## config.mk

```make
export PLATFORM = sky130hd
export DESIGN_NAME = pgaoc_top
export DESIGN_NICKNAME = d
export VERILOG_FILES = /design/src/hdl/pgaoc_pkg.sv /design/src/hdl/pgaoc_hyst.sv /design/src/hdl/pgaoc_top.sv
export SDC_FILE = /design/constraint.sdc
export NUM_CORES = 2
export LEC_CHECK = 0
export BUFFER_PORTS_ARGS = -buffer_cell sky130_fd_sc_hd__buf_2
export CORE_MARGIN = 1
export CORE_UTILIZATION = 33
export CTS_CLUSTER_SIZE = 28
export DETAILED_ROUTE_END_ITERATION = 8
export HOLD_SLACK_MARGIN = 0.06
export PLACE_DENSITY = 0.44
export SYNTH_ARGS = -nofsm -noshare
export SYNTH_HDL_FRONTEND = slang
export SYNTH_HIERARCHICAL = 1
export SYNTH_SLANG_ARGS = --single-unit
```

## constraint.sdc

```tcl
create_clock -name clk_in -period 101.5 [get_ports clk_in]
set_input_delay 10.15 -clock clk_in [delete_from_list [all_inputs] [get_ports clk_in]]
set_output_delay 10.15 -clock clk_in [all_outputs]
set_load 0.005 [all_outputs]
```

## src/hdl/pgaoc_pkg.sv

```systemverilog
package pgaoc_pkg;

	// command codes of the management port
	localparam logic [7:0] CMD_VOUT_SETPOINT = 8'h21;
	localparam logic [7:0] CMD_TRANSITION_RATE = 8'h27;
	localparam logic [7:0] CMD_SWITCH_FREQ = 8'h33;
	localparam logic [7:0] CMD_PGOOD_ON = 8'h5e;
	localparam logic [7:0] CMD_PGOOD_OFF = 8'h5f;
	localparam logic [7:0] CMD_TON_RISE = 8'h61;
	localparam logic [7:0] CMD_STATUS_WORD = 8'h79;
	localparam logic [7:0] CMD_GOOD_POLARITY = 8'hd0;
	localparam logic [7:0] CMD_AUX_BASE = 8'he0;
	localparam logic [7:0] CMD_ADDR_INCREMENT = 8'hee;
	localparam logic [7:0] CMD_LOAD_VOLT_SETUP = 8'hef;
	localparam logic [7:0] CMD_CAP_ADAPT_SETUP = 8'hf7;
	localparam logic [7:0] CMD_HEADER_SELECT = 8'hf9;

	// auxiliary settings, index = code - CMD_AUX_BASE
	localparam int AUX_COUNT = 14;
	localparam logic [3:0] AUX_LOW_TO_MID = 4'h0;
	localparam logic [3:0] AUX_MID_TO_LOW = 4'h1;
	localparam logic [3:0] AUX_MID_TO_HIGH = 4'h2;
	localparam logic [3:0] AUX_HIGH_TO_MID = 4'h3;
	localparam logic [3:0] AUX_LEVEL_FIRST = 4'h4;
	localparam logic [3:0] AUX_LEVEL_SECOND = 4'h5;
	localparam logic [3:0] AUX_RAMP_START = 4'h6;
	localparam logic [3:0] AUX_RAMP_END = 4'h7;
	localparam logic [3:0] AUX_CAP_LIMIT1 = 4'h8;
	localparam logic [3:0] AUX_CAP_LIMIT2 = 4'h9;
	localparam logic [3:0] AUX_CAP_THIRD_CAPACITANCE_LIMIT = 4'ha;
	localparam logic [3:0] AUX_RAMP_FACTOR1 = 4'hb;
	localparam logic [3:0] AUX_RAMP_FACTOR2 = 4'hc;
	localparam logic [3:0] AUX_RAMP_FACTOR3 = 4'hd;
	localparam logic [15:0] AUX_RESET = 16'h0000;
	localparam logic [15:0] FACTOR_RESET = 16'h0010;

	// reset values (voltages in mV, times in ms, frequency in kHz)
	localparam logic [15:0] VOUT_SETPOINT_RESET = 16'h2ee0;
	localparam logic [15:0] TRANSITION_RATE_RESET = 16'h000a;
	localparam logic [15:0] PGOOD_ON_RESET = 16'h1f40;
	localparam logic [15:0] PGOOD_OFF_RESET = 16'h1388;
	localparam logic [15:0] TON_RISE_RESET = 16'h000a;
	localparam logic [15:0] FREQ_RESET = 16'h00b4;
	localparam logic [15:0] FREQ_MIN = 16'h00a0;
	localparam logic [15:0] FREQ_MAX = 16'h00c8;
	localparam logic [7:0] POLARITY_RESET = 8'h00;
	localparam logic [7:0] POLARITY_ACTIVE_HIGH = 8'h01;
	localparam logic [7:0] HEADER_RESET = 8'h04;
	localparam logic [7:0] INCREMENT_RESET = 8'h00;
	localparam logic [7:0] SETUP_RESET = 8'h00;

	// field positions
	localparam int HDR_OPEN_DRAIN_BIT = 1;
	localparam int HDR_SYNC_SECOND_BIT = 3;
	localparam int HDR_SYNC_OUT_BIT = 4;
	localparam int LBV_ENABLE_BIT = 0;
	localparam int CAP_RAMP_ENABLE_BIT = 0;
	localparam int CAP_LOOP_ENABLE_BIT = 1;
	localparam int STATUS_GOOD_BIT = 11;
	localparam int FACTOR_SHIFT = 4;

	// timing
	localparam int CLK_KHZ = 10000;
	localparam int CLK_PERIOD_NS = 100;
	localparam int SLEW_STEP_NS = 1000000;
	localparam int SLEW_STEP_CYCLES = SLEW_STEP_NS / CLK_PERIOD_NS;

	typedef enum logic [1:0] {BAND_LOW, BAND_MID, BAND_HIGH} pgaoc_band_e;
	typedef enum logic [1:0] {M_IDLE, M_WAIT, M_COUNT} pgaoc_meas_e;

endpackage

```

## src/hdl/pgaoc_hyst.sv

```systemverilog
// hysteretic comparator: set above on_lim, clear below off_lim
module pgaoc_hyst #(
	parameter int W = 16
) (
	// clock and reset
	input wire logic clk_in,
	input wire logic rst_in,
	// compare
	input wire logic [W-1:0] value_in,
	input wire logic [W-1:0] on_lim_in,
	input wire logic [W-1:0] off_lim_in,
	input wire logic force_off_in,
	// result
	output logic state_out
);

	// force wins, so a hold can never be overridden by a sample
	always_ff @(posedge clk_in) begin
		if (rst_in || force_off_in) begin
			state_out <= 1'b0;
		end else if (value_in > on_lim_in) begin
			state_out <= 1'b1;
		end else if (value_in < off_lim_in) begin
			state_out <= 1'b0;
		end
	end

endmodule // pgaoc_hyst

```

## src/hdl/pgaoc_top.sv

```systemverilog
module pgaoc_top import pgaoc_pkg::*; #(
	parameter int SLEW_TICK_CYCLES = SLEW_STEP_CYCLES
) (
	// clock and reset
	input wire logic clk_in,
	input wire logic rst_in,
	// management command port
	input wire logic cmd_valid_in,
	input wire logic cmd_write_in,
	input wire logic [7:0] cmd_code_in,
	input wire logic [15:0] cmd_wdata_in,
	output logic cmd_ack_out,
	output logic [15:0] cmd_rdata_out,
	// converter status
	input wire logic [15:0] vout_meas_in,
	input wire logic [15:0] iout_meas_in,
	input wire logic ramping_in,
	input wire logic fault_in,
	// power good pin
	output logic good_or_sync_pin_out,
	output logic good_or_sync_pin_oe_n_out,
	// second address pin
	input wire logic strap_second_pin_in,
	output logic strap_second_pin_out,
	output logic strap_second_pin_oe_n_out,
	// address straps, decoded
	input wire logic [6:0] address_strap_first_in,
	input wire logic [6:0] address_strap_second_in,
	output logic [6:0] bus_address_out,
	// control outputs
	output logic switch_tick_out,
	output logic [15:0] vout_ref_out,
	output logic [15:0] rise_time_out,
	output logic loop_alt_out,
	output logic [15:0] cap_measure_out
);

	logic [15:0] setpoint_reg, rate_reg, freq_reg, good_on_reg, good_off_reg;
	logic [15:0] ton_rise_reg;
	logic [7:0] polarity_reg, increment_reg, lbv_setup_reg, cap_setup_reg;
	logic [7:0] header_reg;
	logic [15:0] aux_reg [AUX_COUNT];
	logic [7:0] aux_idx;
	logic aux_hit;
	logic good_state, good_flag, good_level;
	logic open_drain, sync_second, sync_out;

	assign aux_idx = cmd_code_in - CMD_AUX_BASE;
	assign aux_hit = (cmd_code_in >= CMD_AUX_BASE) &&
		(aux_idx < 8'(AUX_COUNT));
	assign open_drain = header_reg[HDR_OPEN_DRAIN_BIT];
	assign sync_second = header_reg[HDR_SYNC_SECOND_BIT];
	assign sync_out = header_reg[HDR_SYNC_OUT_BIT];

	////////////////////////////////////////////////////////////////////
	// command writes
	always_ff @(posedge clk_in) begin
		if (rst_in) begin
			setpoint_reg <= VOUT_SETPOINT_RESET;
			rate_reg <= TRANSITION_RATE_RESET;
			freq_reg <= FREQ_RESET;
			good_on_reg <= PGOOD_ON_RESET;
			good_off_reg <= PGOOD_OFF_RESET;
			ton_rise_reg <= TON_RISE_RESET;
			polarity_reg <= POLARITY_RESET;
			increment_reg <= INCREMENT_RESET;
			lbv_setup_reg <= SETUP_RESET;
			cap_setup_reg <= SETUP_RESET;
			header_reg <= HEADER_RESET;
		end else if (cmd_valid_in && cmd_write_in) begin
			unique case (cmd_code_in)
				CMD_VOUT_SETPOINT: setpoint_reg <= cmd_wdata_in;
				CMD_TRANSITION_RATE: rate_reg <= cmd_wdata_in;
				CMD_SWITCH_FREQ: begin
					// out of range values are dropped, not clamped
					if (cmd_wdata_in >= FREQ_MIN &&
						cmd_wdata_in <= FREQ_MAX) begin
						freq_reg <= cmd_wdata_in;
					end
				end
				CMD_PGOOD_ON: good_on_reg <= cmd_wdata_in;
				CMD_PGOOD_OFF: good_off_reg <= cmd_wdata_in;
				CMD_TON_RISE: ton_rise_reg <= cmd_wdata_in;
				CMD_GOOD_POLARITY: polarity_reg <= cmd_wdata_in[7:0];
				CMD_ADDR_INCREMENT: increment_reg <= cmd_wdata_in[7:0];
				CMD_LOAD_VOLT_SETUP: lbv_setup_reg <= cmd_wdata_in[7:0];
				CMD_CAP_ADAPT_SETUP: cap_setup_reg <= cmd_wdata_in[7:0];
				CMD_HEADER_SELECT: header_reg <= cmd_wdata_in[7:0];
				default: ;
			endcase
		end
	end

	// auxiliary limits and levels
	always_ff @(posedge clk_in) begin
		if (rst_in) begin
			for (int i = 0; i < AUX_COUNT; i++) begin
				aux_reg[i] <= (i >= int'(AUX_RAMP_FACTOR1)) ?
					FACTOR_RESET : AUX_RESET;
			end
		end else if (cmd_valid_in && cmd_write_in && aux_hit) begin
			aux_reg[aux_idx[3:0]] <= cmd_wdata_in;
		end
	end

	// reads answer one cycle later; unknown codes read zero
	always_ff @(posedge clk_in) begin
		if (rst_in) begin
			cmd_ack_out <= 1'b0;
			cmd_rdata_out <= 16'h0000;
		end else begin
			cmd_ack_out <= cmd_valid_in;
			if (cmd_valid_in && !cmd_write_in) begin
				if (aux_hit) begin
					cmd_rdata_out <= aux_reg[aux_idx[3:0]];
				end else begin
					unique case (cmd_code_in)
						CMD_VOUT_SETPOINT: cmd_rdata_out <= setpoint_reg;
						CMD_TRANSITION_RATE: cmd_rdata_out <= rate_reg;
						CMD_SWITCH_FREQ: cmd_rdata_out <= freq_reg;
						CMD_PGOOD_ON: cmd_rdata_out <= good_on_reg;
						CMD_PGOOD_OFF: cmd_rdata_out <= good_off_reg;
						CMD_TON_RISE: cmd_rdata_out <= ton_rise_reg;
						CMD_STATUS_WORD: begin
							cmd_rdata_out <= 16'h0000;
							cmd_rdata_out[STATUS_GOOD_BIT] <= good_flag;
						end
						CMD_GOOD_POLARITY: cmd_rdata_out <= {8'h00, polarity_reg};
						CMD_ADDR_INCREMENT: cmd_rdata_out <= {8'h00, increment_reg};
						CMD_LOAD_VOLT_SETUP: cmd_rdata_out <= {8'h00, lbv_setup_reg};
						CMD_CAP_ADAPT_SETUP: cmd_rdata_out <= {8'h00, cap_setup_reg};
						CMD_HEADER_SELECT: cmd_rdata_out <= {8'h00, header_reg};
						default: cmd_rdata_out <= 16'h0000;
					endcase
				end
			end
		end
	end

	////////////////////////////////////////////////////////////////////
	// power good
	pgaoc_hyst #(.W(16)) u_good_cmp (
		.clk_in(clk_in),
		.rst_in(rst_in),
		.value_in(vout_meas_in),
		.on_lim_in(good_on_reg),
		.off_lim_in(good_off_reg),
		.force_off_in(ramping_in || fault_in),
		.state_out(good_state)
	);

	assign good_flag = good_state && !fault_in && !ramping_in;
	assign good_level = (polarity_reg == POLARITY_ACTIVE_HIGH) ?
		good_state : !good_state;

	// open-drain releases the pin instead of driving high; tied pins need it
	always_ff @(posedge clk_in) begin
		if (rst_in) begin
			good_or_sync_pin_out <= 1'b1;
			good_or_sync_pin_oe_n_out <= 1'b0;
		end else begin
			good_or_sync_pin_out <= good_level;
			good_or_sync_pin_oe_n_out <= open_drain && good_level;
		end
	end

	////////////////////////////////////////////////////////////////////
	// switching rate and sync on the second address pin
	logic [2:0] sync_sr;
	logic sync_filt;
	logic sync_edge;
	logic [15:0] sw_cnt, sw_period;

	// three stages; the level moves only once the last two agree
	always_ff @(posedge clk_in) begin
		if (rst_in) begin
			sync_sr <= 3'h0;
			sync_filt <= 1'b0;
		end else begin
			sync_sr <= {sync_sr[1:0], strap_second_pin_in};
			if (sync_sr[1] == sync_sr[2]) begin
				sync_filt <= sync_sr[2];
			end
		end
	end
	assign sync_edge = sync_sr[1] && sync_sr[2] && !sync_filt;
	assign sw_period = 16'(CLK_KHZ / int'(freq_reg));

	// with the second pin as sync input, an external edge restarts the period, locking to the master
	always_ff @(posedge clk_in) begin
		if (rst_in) begin
			sw_cnt <= 16'h0000;
			switch_tick_out <= 1'b0;
		end else if ((sync_second && !sync_out && sync_edge) ||
			(sw_cnt >= sw_period - 16'h0001)) begin
			sw_cnt <= 16'h0000;
			switch_tick_out <= 1'b1;
		end else begin
			sw_cnt <= sw_cnt + 16'h0001;
			switch_tick_out <= 1'b0;
		end
	end

	// sync out with the second pin as sync drives the pin; otherwise it stays a released input
	always_ff @(posedge clk_in) begin
		if (rst_in) begin
			strap_second_pin_out <= 1'b0;
			strap_second_pin_oe_n_out <= 1'b1;
		end else begin
			strap_second_pin_out <= switch_tick_out;
			strap_second_pin_oe_n_out <= !(sync_second && sync_out);
		end
	end

	// bus address from straps
	always_ff @(posedge clk_in) begin
		if (rst_in) begin
			bus_address_out <= 7'h00;
		end else if (sync_second) begin
			bus_address_out <= address_strap_first_in +
				increment_reg[6:0];
		end else begin
			bus_address_out <= address_strap_first_in +
				address_strap_second_in;
		end
	end

	////////////////////////////////////////////////////////////////////
	// load based voltage step
	logic band_mid, band_high;
	logic [15:0] target, slew_cnt;
	logic slew_tick;

	pgaoc_hyst #(.W(16)) u_band_mid (
		.clk_in(clk_in),
		.rst_in(rst_in),
		.value_in(iout_meas_in),
		.on_lim_in(aux_reg[AUX_LOW_TO_MID]),
		.off_lim_in(aux_reg[AUX_MID_TO_LOW]),
		.force_off_in(1'b0),
		.state_out(band_mid)
	);

	pgaoc_hyst #(.W(16)) u_band_high (
		.clk_in(clk_in),
		.rst_in(rst_in),
		.value_in(iout_meas_in),
		.on_lim_in(aux_reg[AUX_MID_TO_HIGH]),
		.off_lim_in(aux_reg[AUX_HIGH_TO_MID]),
		.force_off_in(1'b0),
		.state_out(band_high)
	);

	// top band and disabled feature both fall back to the setpoint
	always_comb begin
		if (!lbv_setup_reg[LBV_ENABLE_BIT] || band_high) begin
			target = setpoint_reg;
		end else if (band_mid) begin
			target = aux_reg[AUX_LEVEL_SECOND];
		end else begin
			target = aux_reg[AUX_LEVEL_FIRST];
		end
	end

	assign slew_tick = (slew_cnt == 16'(SLEW_TICK_CYCLES - 1));
	always_ff @(posedge clk_in) begin
		if (rst_in || slew_tick) begin
			slew_cnt <= 16'h0000;
		end else begin
			slew_cnt <= slew_cnt + 16'h0001;
		end
	end

	// one rate step per tick, landing exactly on target
	always_ff @(posedge clk_in) begin
		if (rst_in) begin
			vout_ref_out <= VOUT_SETPOINT_RESET;
		end else if (slew_tick && vout_ref_out != target) begin
			if (target > vout_ref_out) begin
				vout_ref_out <= (target - vout_ref_out > rate_reg) ?
					vout_ref_out + rate_reg : target;
			end else begin
				vout_ref_out <= (vout_ref_out - target > rate_reg) ?
					vout_ref_out - rate_reg : target;
			end
		end
	end

	////////////////////////////////////////////////////////////////////
	// adaptive ramp time and loop compensation
	pgaoc_meas_e meas_state;
	logic ramp_prev;
	logic [23:0] meas_cnt;
	logic [15:0] factor;
	logic [31:0] scaled;

	always_ff @(posedge clk_in) begin
		if (rst_in) begin
			ramp_prev <= 1'b0;
		end else begin
			ramp_prev <= ramping_in;
		end
	end

	// count cycles spent between start and end levels
	always_ff @(posedge clk_in) begin
		if (rst_in) begin
			meas_state <= M_IDLE;
			meas_cnt <= 24'h000000;
		end else if (ramping_in && !ramp_prev) begin
			meas_state <= M_WAIT;
			meas_cnt <= 24'h000000;
		end else begin
			unique case (meas_state)
				M_IDLE: ;
				M_WAIT: begin
					if (!ramping_in) begin
						meas_state <= M_IDLE;
					end else if (vout_meas_in >= aux_reg[AUX_RAMP_START]) begin
						meas_state <= M_COUNT;
					end
				end
				M_COUNT: begin
					if (!ramping_in || vout_meas_in >= aux_reg[AUX_RAMP_END]) begin
						meas_state <= M_IDLE;
					end else if (meas_cnt != 24'hffffff) begin
						meas_cnt <= meas_cnt + 24'h000001;
					end
				end
			endcase
		end
	end

	always_comb begin
		if (meas_cnt[23:8] <= aux_reg[AUX_CAP_LIMIT1]) begin
			factor = aux_reg[AUX_RAMP_FACTOR1];
		end else if (meas_cnt[23:8] <= aux_reg[AUX_CAP_LIMIT2]) begin
			factor = aux_reg[AUX_RAMP_FACTOR2];
		end else begin
			factor = aux_reg[AUX_RAMP_FACTOR3];
		end
	end
	assign scaled = (32'(ton_rise_reg) * 32'(factor)) >> FACTOR_SHIFT;

	// rise time restarts at the programmed value every ramp
	always_ff @(posedge clk_in) begin
		if (rst_in) begin
			rise_time_out <= TON_RISE_RESET;
			loop_alt_out <= 1'b0;
			cap_measure_out <= 16'h0000;
		end else if (ramping_in && !ramp_prev) begin
			rise_time_out <= ton_rise_reg;
			loop_alt_out <= 1'b0;
		end else if (meas_state == M_COUNT && (!ramping_in ||
			vout_meas_in >= aux_reg[AUX_RAMP_END])) begin
			cap_measure_out <= meas_cnt[23:8];
			if (cap_setup_reg[CAP_RAMP_ENABLE_BIT]) begin
				rise_time_out <= scaled[15:0];
			end
			loop_alt_out <= cap_setup_reg[CAP_LOOP_ENABLE_BIT] &&
				(meas_cnt[23:8] > aux_reg[AUX_CAP_THIRD_CAPACITANCE_LIMIT]);
		end
	end
endmodule // pgaoc_top

```

Word-level counts from Yosys, hierarchy flattened
Memories as Yosys holds them, arrays and structs flattened.
Index checks and enable logic that the tools add are counted.
- flip-flop bits (word level): 280
- latch bits: 0
- bits in writable memories: 224
- bits in read-only memories: 0
- input bits: 77
- output and inout port bits: 78
- word-level logic and storage cells: 184
- memories: 1
- add/sub/neg operators: 11
- multiply operators: 1
- divide/modulo/power cells: 1
- order comparisons: 19
- eq/ne operators: 23
- shift operators: 0
- muxes and demuxes: 34
- bitwise logic cells: 2
- reductions and logical operators: 58
- memories (memory ; words ; bits a word ; rd ports ; clocked after memory_dff ; wr ports ; line ; source):
    aux_reg ; 14 ; 16 ; 15 ; 0 ; 14 ; pgaoc_top.sv:42 ; logic [15:0] aux_reg [AUX_COUNT];
- operators with widths (operator ; count):
    16-bit 2-to-1 mux ; 12
    16-bit one-hot mux with 12 select lines ; 1
    16-bit > comparator ; 7
    16-bit >= comparator ; 3
    16-bit less-than comparator ; 3
    16-bit subtractor ; 3
    8-bit equality test, second input constant ; 5
    16-bit by 1-bit adder with 16-bit output, second input constant ; 2
    15-bit by 17-bit divider with 32-bit output, first input constant ; 1
    8-bit by 7-bit equality test with 1-bit output, second input constant ; 4
    16-bit <= comparator ; 2
    24-bit by 1-bit adder with 24-bit output, second input constant ; 1
    8-bit by 6-bit equality test with 1-bit output, second input constant ; 3
    24-bit inequality test, second input constant ; 1
    2-bit AND reduction ; 12
    16-bit by 16-bit multiplier with 20-bit output ; 1
    1-bit logical AND ; 17
    16-bit adder ; 1
    16-bit by 14-bit equality test with 1-bit output, second input constant ; 1
    16-bit by 8-bit >= comparator with 1-bit output, second input constant ; 1
    16-bit by 8-bit <= comparator with 1-bit output, second input constant ; 1
    16-bit inequality test ; 1
    16-bit OR reduction ; 1
    16-bit by 1-bit subtractor with 16-bit output, second input constant ; 1
    other kinds (23) ; 64

Depth between registers and ports, before layout
- word-level depth: 9
- depth in mapped cells: 477

Cells and area by module
The synthesis kept the hierarchy.
- by module, submodules not included (module ; times used ; cells each ; area each (um^2) ; seq. area each (um^2)):
    pgaoc_top ; 1 ; 7329 ; 59886.2 ; 13232.7
    pgaoc_hyst ; 3 ; 114 ; 805.8 ; 20.0

Least setup slack after synthesis
Ideal clock, no wire load.
- path type: register -> register
- start point: register freq_reg[0]
- end point: register sw_cnt[10]
- arrival time: 85.344 ns
- data required time: 101.435 ns
- path slack: 16.091 ns
- stages on the path, launching flop included: 453
- buffers on the path: 51
- cells stage by stage: dfxtp_1 buf_6 buf_2 inv_1 clkbuf_1 clkbuf_1 clkbuf_1 buf_1 ha_1 buf_2 and3_1 and3_1 ha_1 a21oi_1 nor2_1 a32o_1 and2_1 ha_1 (+417 left out) o21ai_0 nand2b_1 a21oi_1 nor2b_1 o21ai_0 nand2b_1 a21oi_1 nor2b_1 o21ai_0 nand2b_1 a21oi_1 nor2b_1 o21ai_0 nand2_1 nand2b_1 clkbuf_1 clkbuf_1 nor2_1
- longest elaborated chain between the ends: 5
- RTL lines (element ; line ; source):
    start, declared ; pgaoc_top.sv:38 ; logic [15:0] setpoint_reg, rate_reg, freq_reg, good_on_reg, good_off_reg;
    start signal, assigned ; pgaoc_top.sv:78 ; freq_reg <= cmd_wdata_in;
    15-bit by 17-bit divider with 32-bit output ; pgaoc_top.sv:187 ; assign sw_period = 16'(CLK_KHZ / int'(freq_reg));
    16-bit by 1-bit subtractor with 16-bit output ; pgaoc_top.sv:195 ; (sw_cnt >= sw_period - 16'h0001)) begin
    16-bit >= comparator ; pgaoc_top.sv:195 ;
    1-bit logical OR ; pgaoc_top.sv:194 ; end else if ((sync_second && !sync_out && sync_edge) ||
    2-bit OR reduction (no line) ; -- ;
    end signal, assigned ; pgaoc_top.sv:199 ; sw_cnt <= sw_cnt + 16'h0001;
    end, declared ; pgaoc_top.sv:172 ; logic [15:0] sw_cnt, sw_period;
No other way between the ends.
A chain may end at the register's enable or synchronous reset.

Final worst setup path
- start point: register freq_reg[15]
- end point: register sw_cnt[14]
Same word-level chain as after synthesis.

==> impl_metrics.csv <==
group,metric,value,unit
logic_synthesis,ys_seq_area_frac,0.213,
placed_design,place_congestion,0.943,
timing,final_max_slew_viol_count,0,
logic_synthesis,synthMuxAreaShare,0.0602,
die,coreArea,188000,µm²
timing,max_slew.worst_pin.slew,1.30,ns
setup_path,crit_buf_inv,15,
global_route,grt_first_pass_wirelength,362000,µm
setup_path,worstSetupStartpointType,"flop",
logic_synthesis,ys_ff_latch,536,
die,start_util,0.332,
clock_tree,h-tree-depth,3,
route,routedWlPerCell,23.7,µm
worst_hold_path,hp-start,"slew_cnt[0]$_SDFF_PP0_",
logic_synthesis,yosys_warnings,6,
die,die_h,437,µm
die,dieWidth,437,µm
setup_path,crit_top_cell,"a21oi_1",
global_route,grt_pass1_vias,56000,
logic_synthesis,synth-compound-area-share,0.215,
finish,fillers,19500,
global_route,antenna_found_initial,47,
global_route,grtUsageTotal,0.249,
logic_synthesis,avgSynthCellArea,8.12,µm²
finish,drive_above_1_share,0.0953,
logic_synthesis,syn_area,62300,µm²
finish,final_cell_mix,"nand2_1, ha_1, a21oi_1",
setup_path,required,102.09,ns
setup_path,cpPeakStageDelay,0.59,ns
route,drt_iter0_drc,4813,
timing,maxSlewHeadroom,0.128,
clock_tree,root_buffer,"clkbuf_16",
die,design.die.area,191000,µm²
logic_synthesis,synthDistinctLibCells,131,
route,drt-pass1-iter-count,6,
route,num_vias,58000,
finish,area_growth,10.1,%
timing,final.min_clock_period,92.96,ns
die,io_pins,155,
setup_path,arrival,93.55,ns
setup_path,r2r_cells,421,
logic_synthesis,synth_top_family_by_area,"simple AND/OR/NAND/NOR gates",
clock_tree,clk_latency,0.66,ns
route,route.detailed.drc,0,
global_route,grt_max_degree,82,
route,drtAntennaViolNets,0,
finish,finalNetCount,8674,
route,drt_wl_total,245000,µm
clock_tree,cts_sinks,536,
clock_tree,cts_tree,"done",
logic_synthesis,synthCells,7671,
logic_synthesis,synth-simple-area-share,0.216,
setup_path,worstSetupPathType,"reg2reg",
timing,worst_clock_skew,0.0369,ns
placed_design,preCtsSetupSlack,4.70,ns
timing,setup_tns,0,ns
timing,setup_violations,0,
global_route,overflow,0,
logic_synthesis,synth-xor-area-share,0.0525,
setup_path,end_kind,"flop",
logic_synthesis,synth.largest_area_cell,"ha_1",
logic_synthesis,synth.top_cells.by_area,"ha_1, edfxtp_1, dfxtp_1",
setup_path,r2r_setup_slack,8.54,ns
outcome,status,"finished clean",
worst_hold_path,min_to,"slew_cnt[0]$_SDFF_PP0_",
clock_tree,cts_inserted_buffers,68,
timing,holdWs,0.456,ns
setup_path,reg2reg_to,"sw_cnt[14]$_SDFF_PP0_",
clock_tree,cts.path.max_buffers,3,
worst_hold_path,whs_path_depth,1,
setup_path,crit_fanout,39,
setup_path,timing.rr.start,"freq_reg[15]$_SDFFE_PP0P_",
setup_path,slowest_stage,"a2111o_1",
logic_synthesis,async_flop_share,0,
logic_synthesis,yosysTopAreaCellShare,0.142,
worst_hold_path,hold_path.class,"reg2reg",
timing,worst_slack,8.54,ns
timing,period_share,0.916,
logic_synthesis,synth-main-ff-cell,"dfxtp_1",
logic_synthesis,synthAdderAreaFrac,0.186,
placed_design,hpwl,188000,µm
finish,final_common_cell,"nand2_1",
setup_path,critPathTopFamily,"compound AO/OA/AOI/OAI gates",
flow_run,maxCapViolations,0,
setup_path,crit_start,"freq_reg[15]$_SDFFE_PP0P_",
finish,largest_register_ffs,256,
clock_tree,path_clk_slew,0.06,ns
logic_synthesis,synth_edf_count,256,
placed_design,io_buffers,154,
route,via_per_inst,5.61,
die,rows,159,
timing,hold_viol,0,
timing,fmax,10.8,MHz
through the flow:
stage	util	cell area, µm²	std cells
global placement	0.352	66100	10200
global route	0.366	68600	10300
floorplan	-	62400	7706
CTS	0.364	68300	10300
detailed placement	0.352	66100	10200
finish	0.366	68600	10300
layout make-up:
class                           instances  area, µm²  share of cell area
Clock buffer                           90       1910              0.0279
Antenna cell                           29       72.6             0.00106
Inverter                              602       2260              0.0329
Timing Repair Buffer                  292       1820              0.0265
Sequential cell                       536      13300               0.194
Multi-Input combinational cell       6253      45800               0.668
Tap cell                             2495       3120              0.0455
Clock inverter                         36        315             0.00459
how the worst max path moves through the flow:
stage                            endpoint  depth (start not counted)  slack [ns]
finish              sw_cnt[14]$_SDFF_PP0_                        421        8.54
CTS                 sw_cnt[14]$_SDFF_PP0_                        425        4.17
detailed placement   sw_cnt[4]$_SDFF_PP0_                        423        4.70
global route         sw_cnt[9]$_SDFF_PP0_                        423      -0.003
global placement    sw_cnt[13]$_SDFF_PP0_                        420        6.53
floorplan           sw_cnt[10]$_SDFF_PP0_                        452       16.09
worst reg2reg max path, delay by kind of cell, from the launching register on:
family                   cells  cell delay [ns]
AND/OR/NAND/NOR            113            23.55
flip-flops                   1             0.46
AO/OA/AOI/OAI              253            52.92
multiplexers                 7             2.71
XOR/XNOR                     1             0.14
adder cells (fa/ha/maj)     32            10.42
buffers and inverters       15             2.64
synthesized netlist by cell type (all sizes together), types with 19 or more instances:
cell type	count
o21ai	371
a31oi	40
fa	136
and2	347
and3	56
or3	55
edfxtp	256
nor3	177
o22ai	28
nand3b	26
nand3	167
mux4	80
buf	67
a2111oi	25
nor2b	103
xnor2	242
nand2b	137
ha	708
a211oi	71
dfxtp	280
a221oi	37
o21bai	51
inv	600
a21boi	26
nand2	749
a211o	19
nor4	61
nor2	626
or2	38
xor2	130
nand4	89
a21o	203
clkbuf	248
mux2	84
o31ai	70
o31a	25
o211ai	64
mux2i	99
a22oi	40
a21oi	652
o21a	108
repair_timing:
item,CTS,global route
resized for setup,0,29
setup buffers,0,16
endpoints found under the setup margin,0,17
hold buffers,0,0
layer usage:
layer  share of wire  global-route usage  routed length, µm  vias up
li1                -                   -                  -    27800
met1            0.43               0.317             105000    28100
met2            0.49               0.435             119000     1781
met3           0.049              0.0198              12100      335
met4           0.036              0.0919               8820        0
met5               0                   0                  0        -
kinds of logic after synthesis:
kind of cell	Yosys count
compound gates	2036
xor+xnor	372
fa+ha+maj	844
buf+inv	917
flops	536
mux	263
other cells	1
simple gates	2702
Power is left out: the tool's default activity adds up to more than one toggle a clock period on the data nets, which glitch-free logic cannot reach.
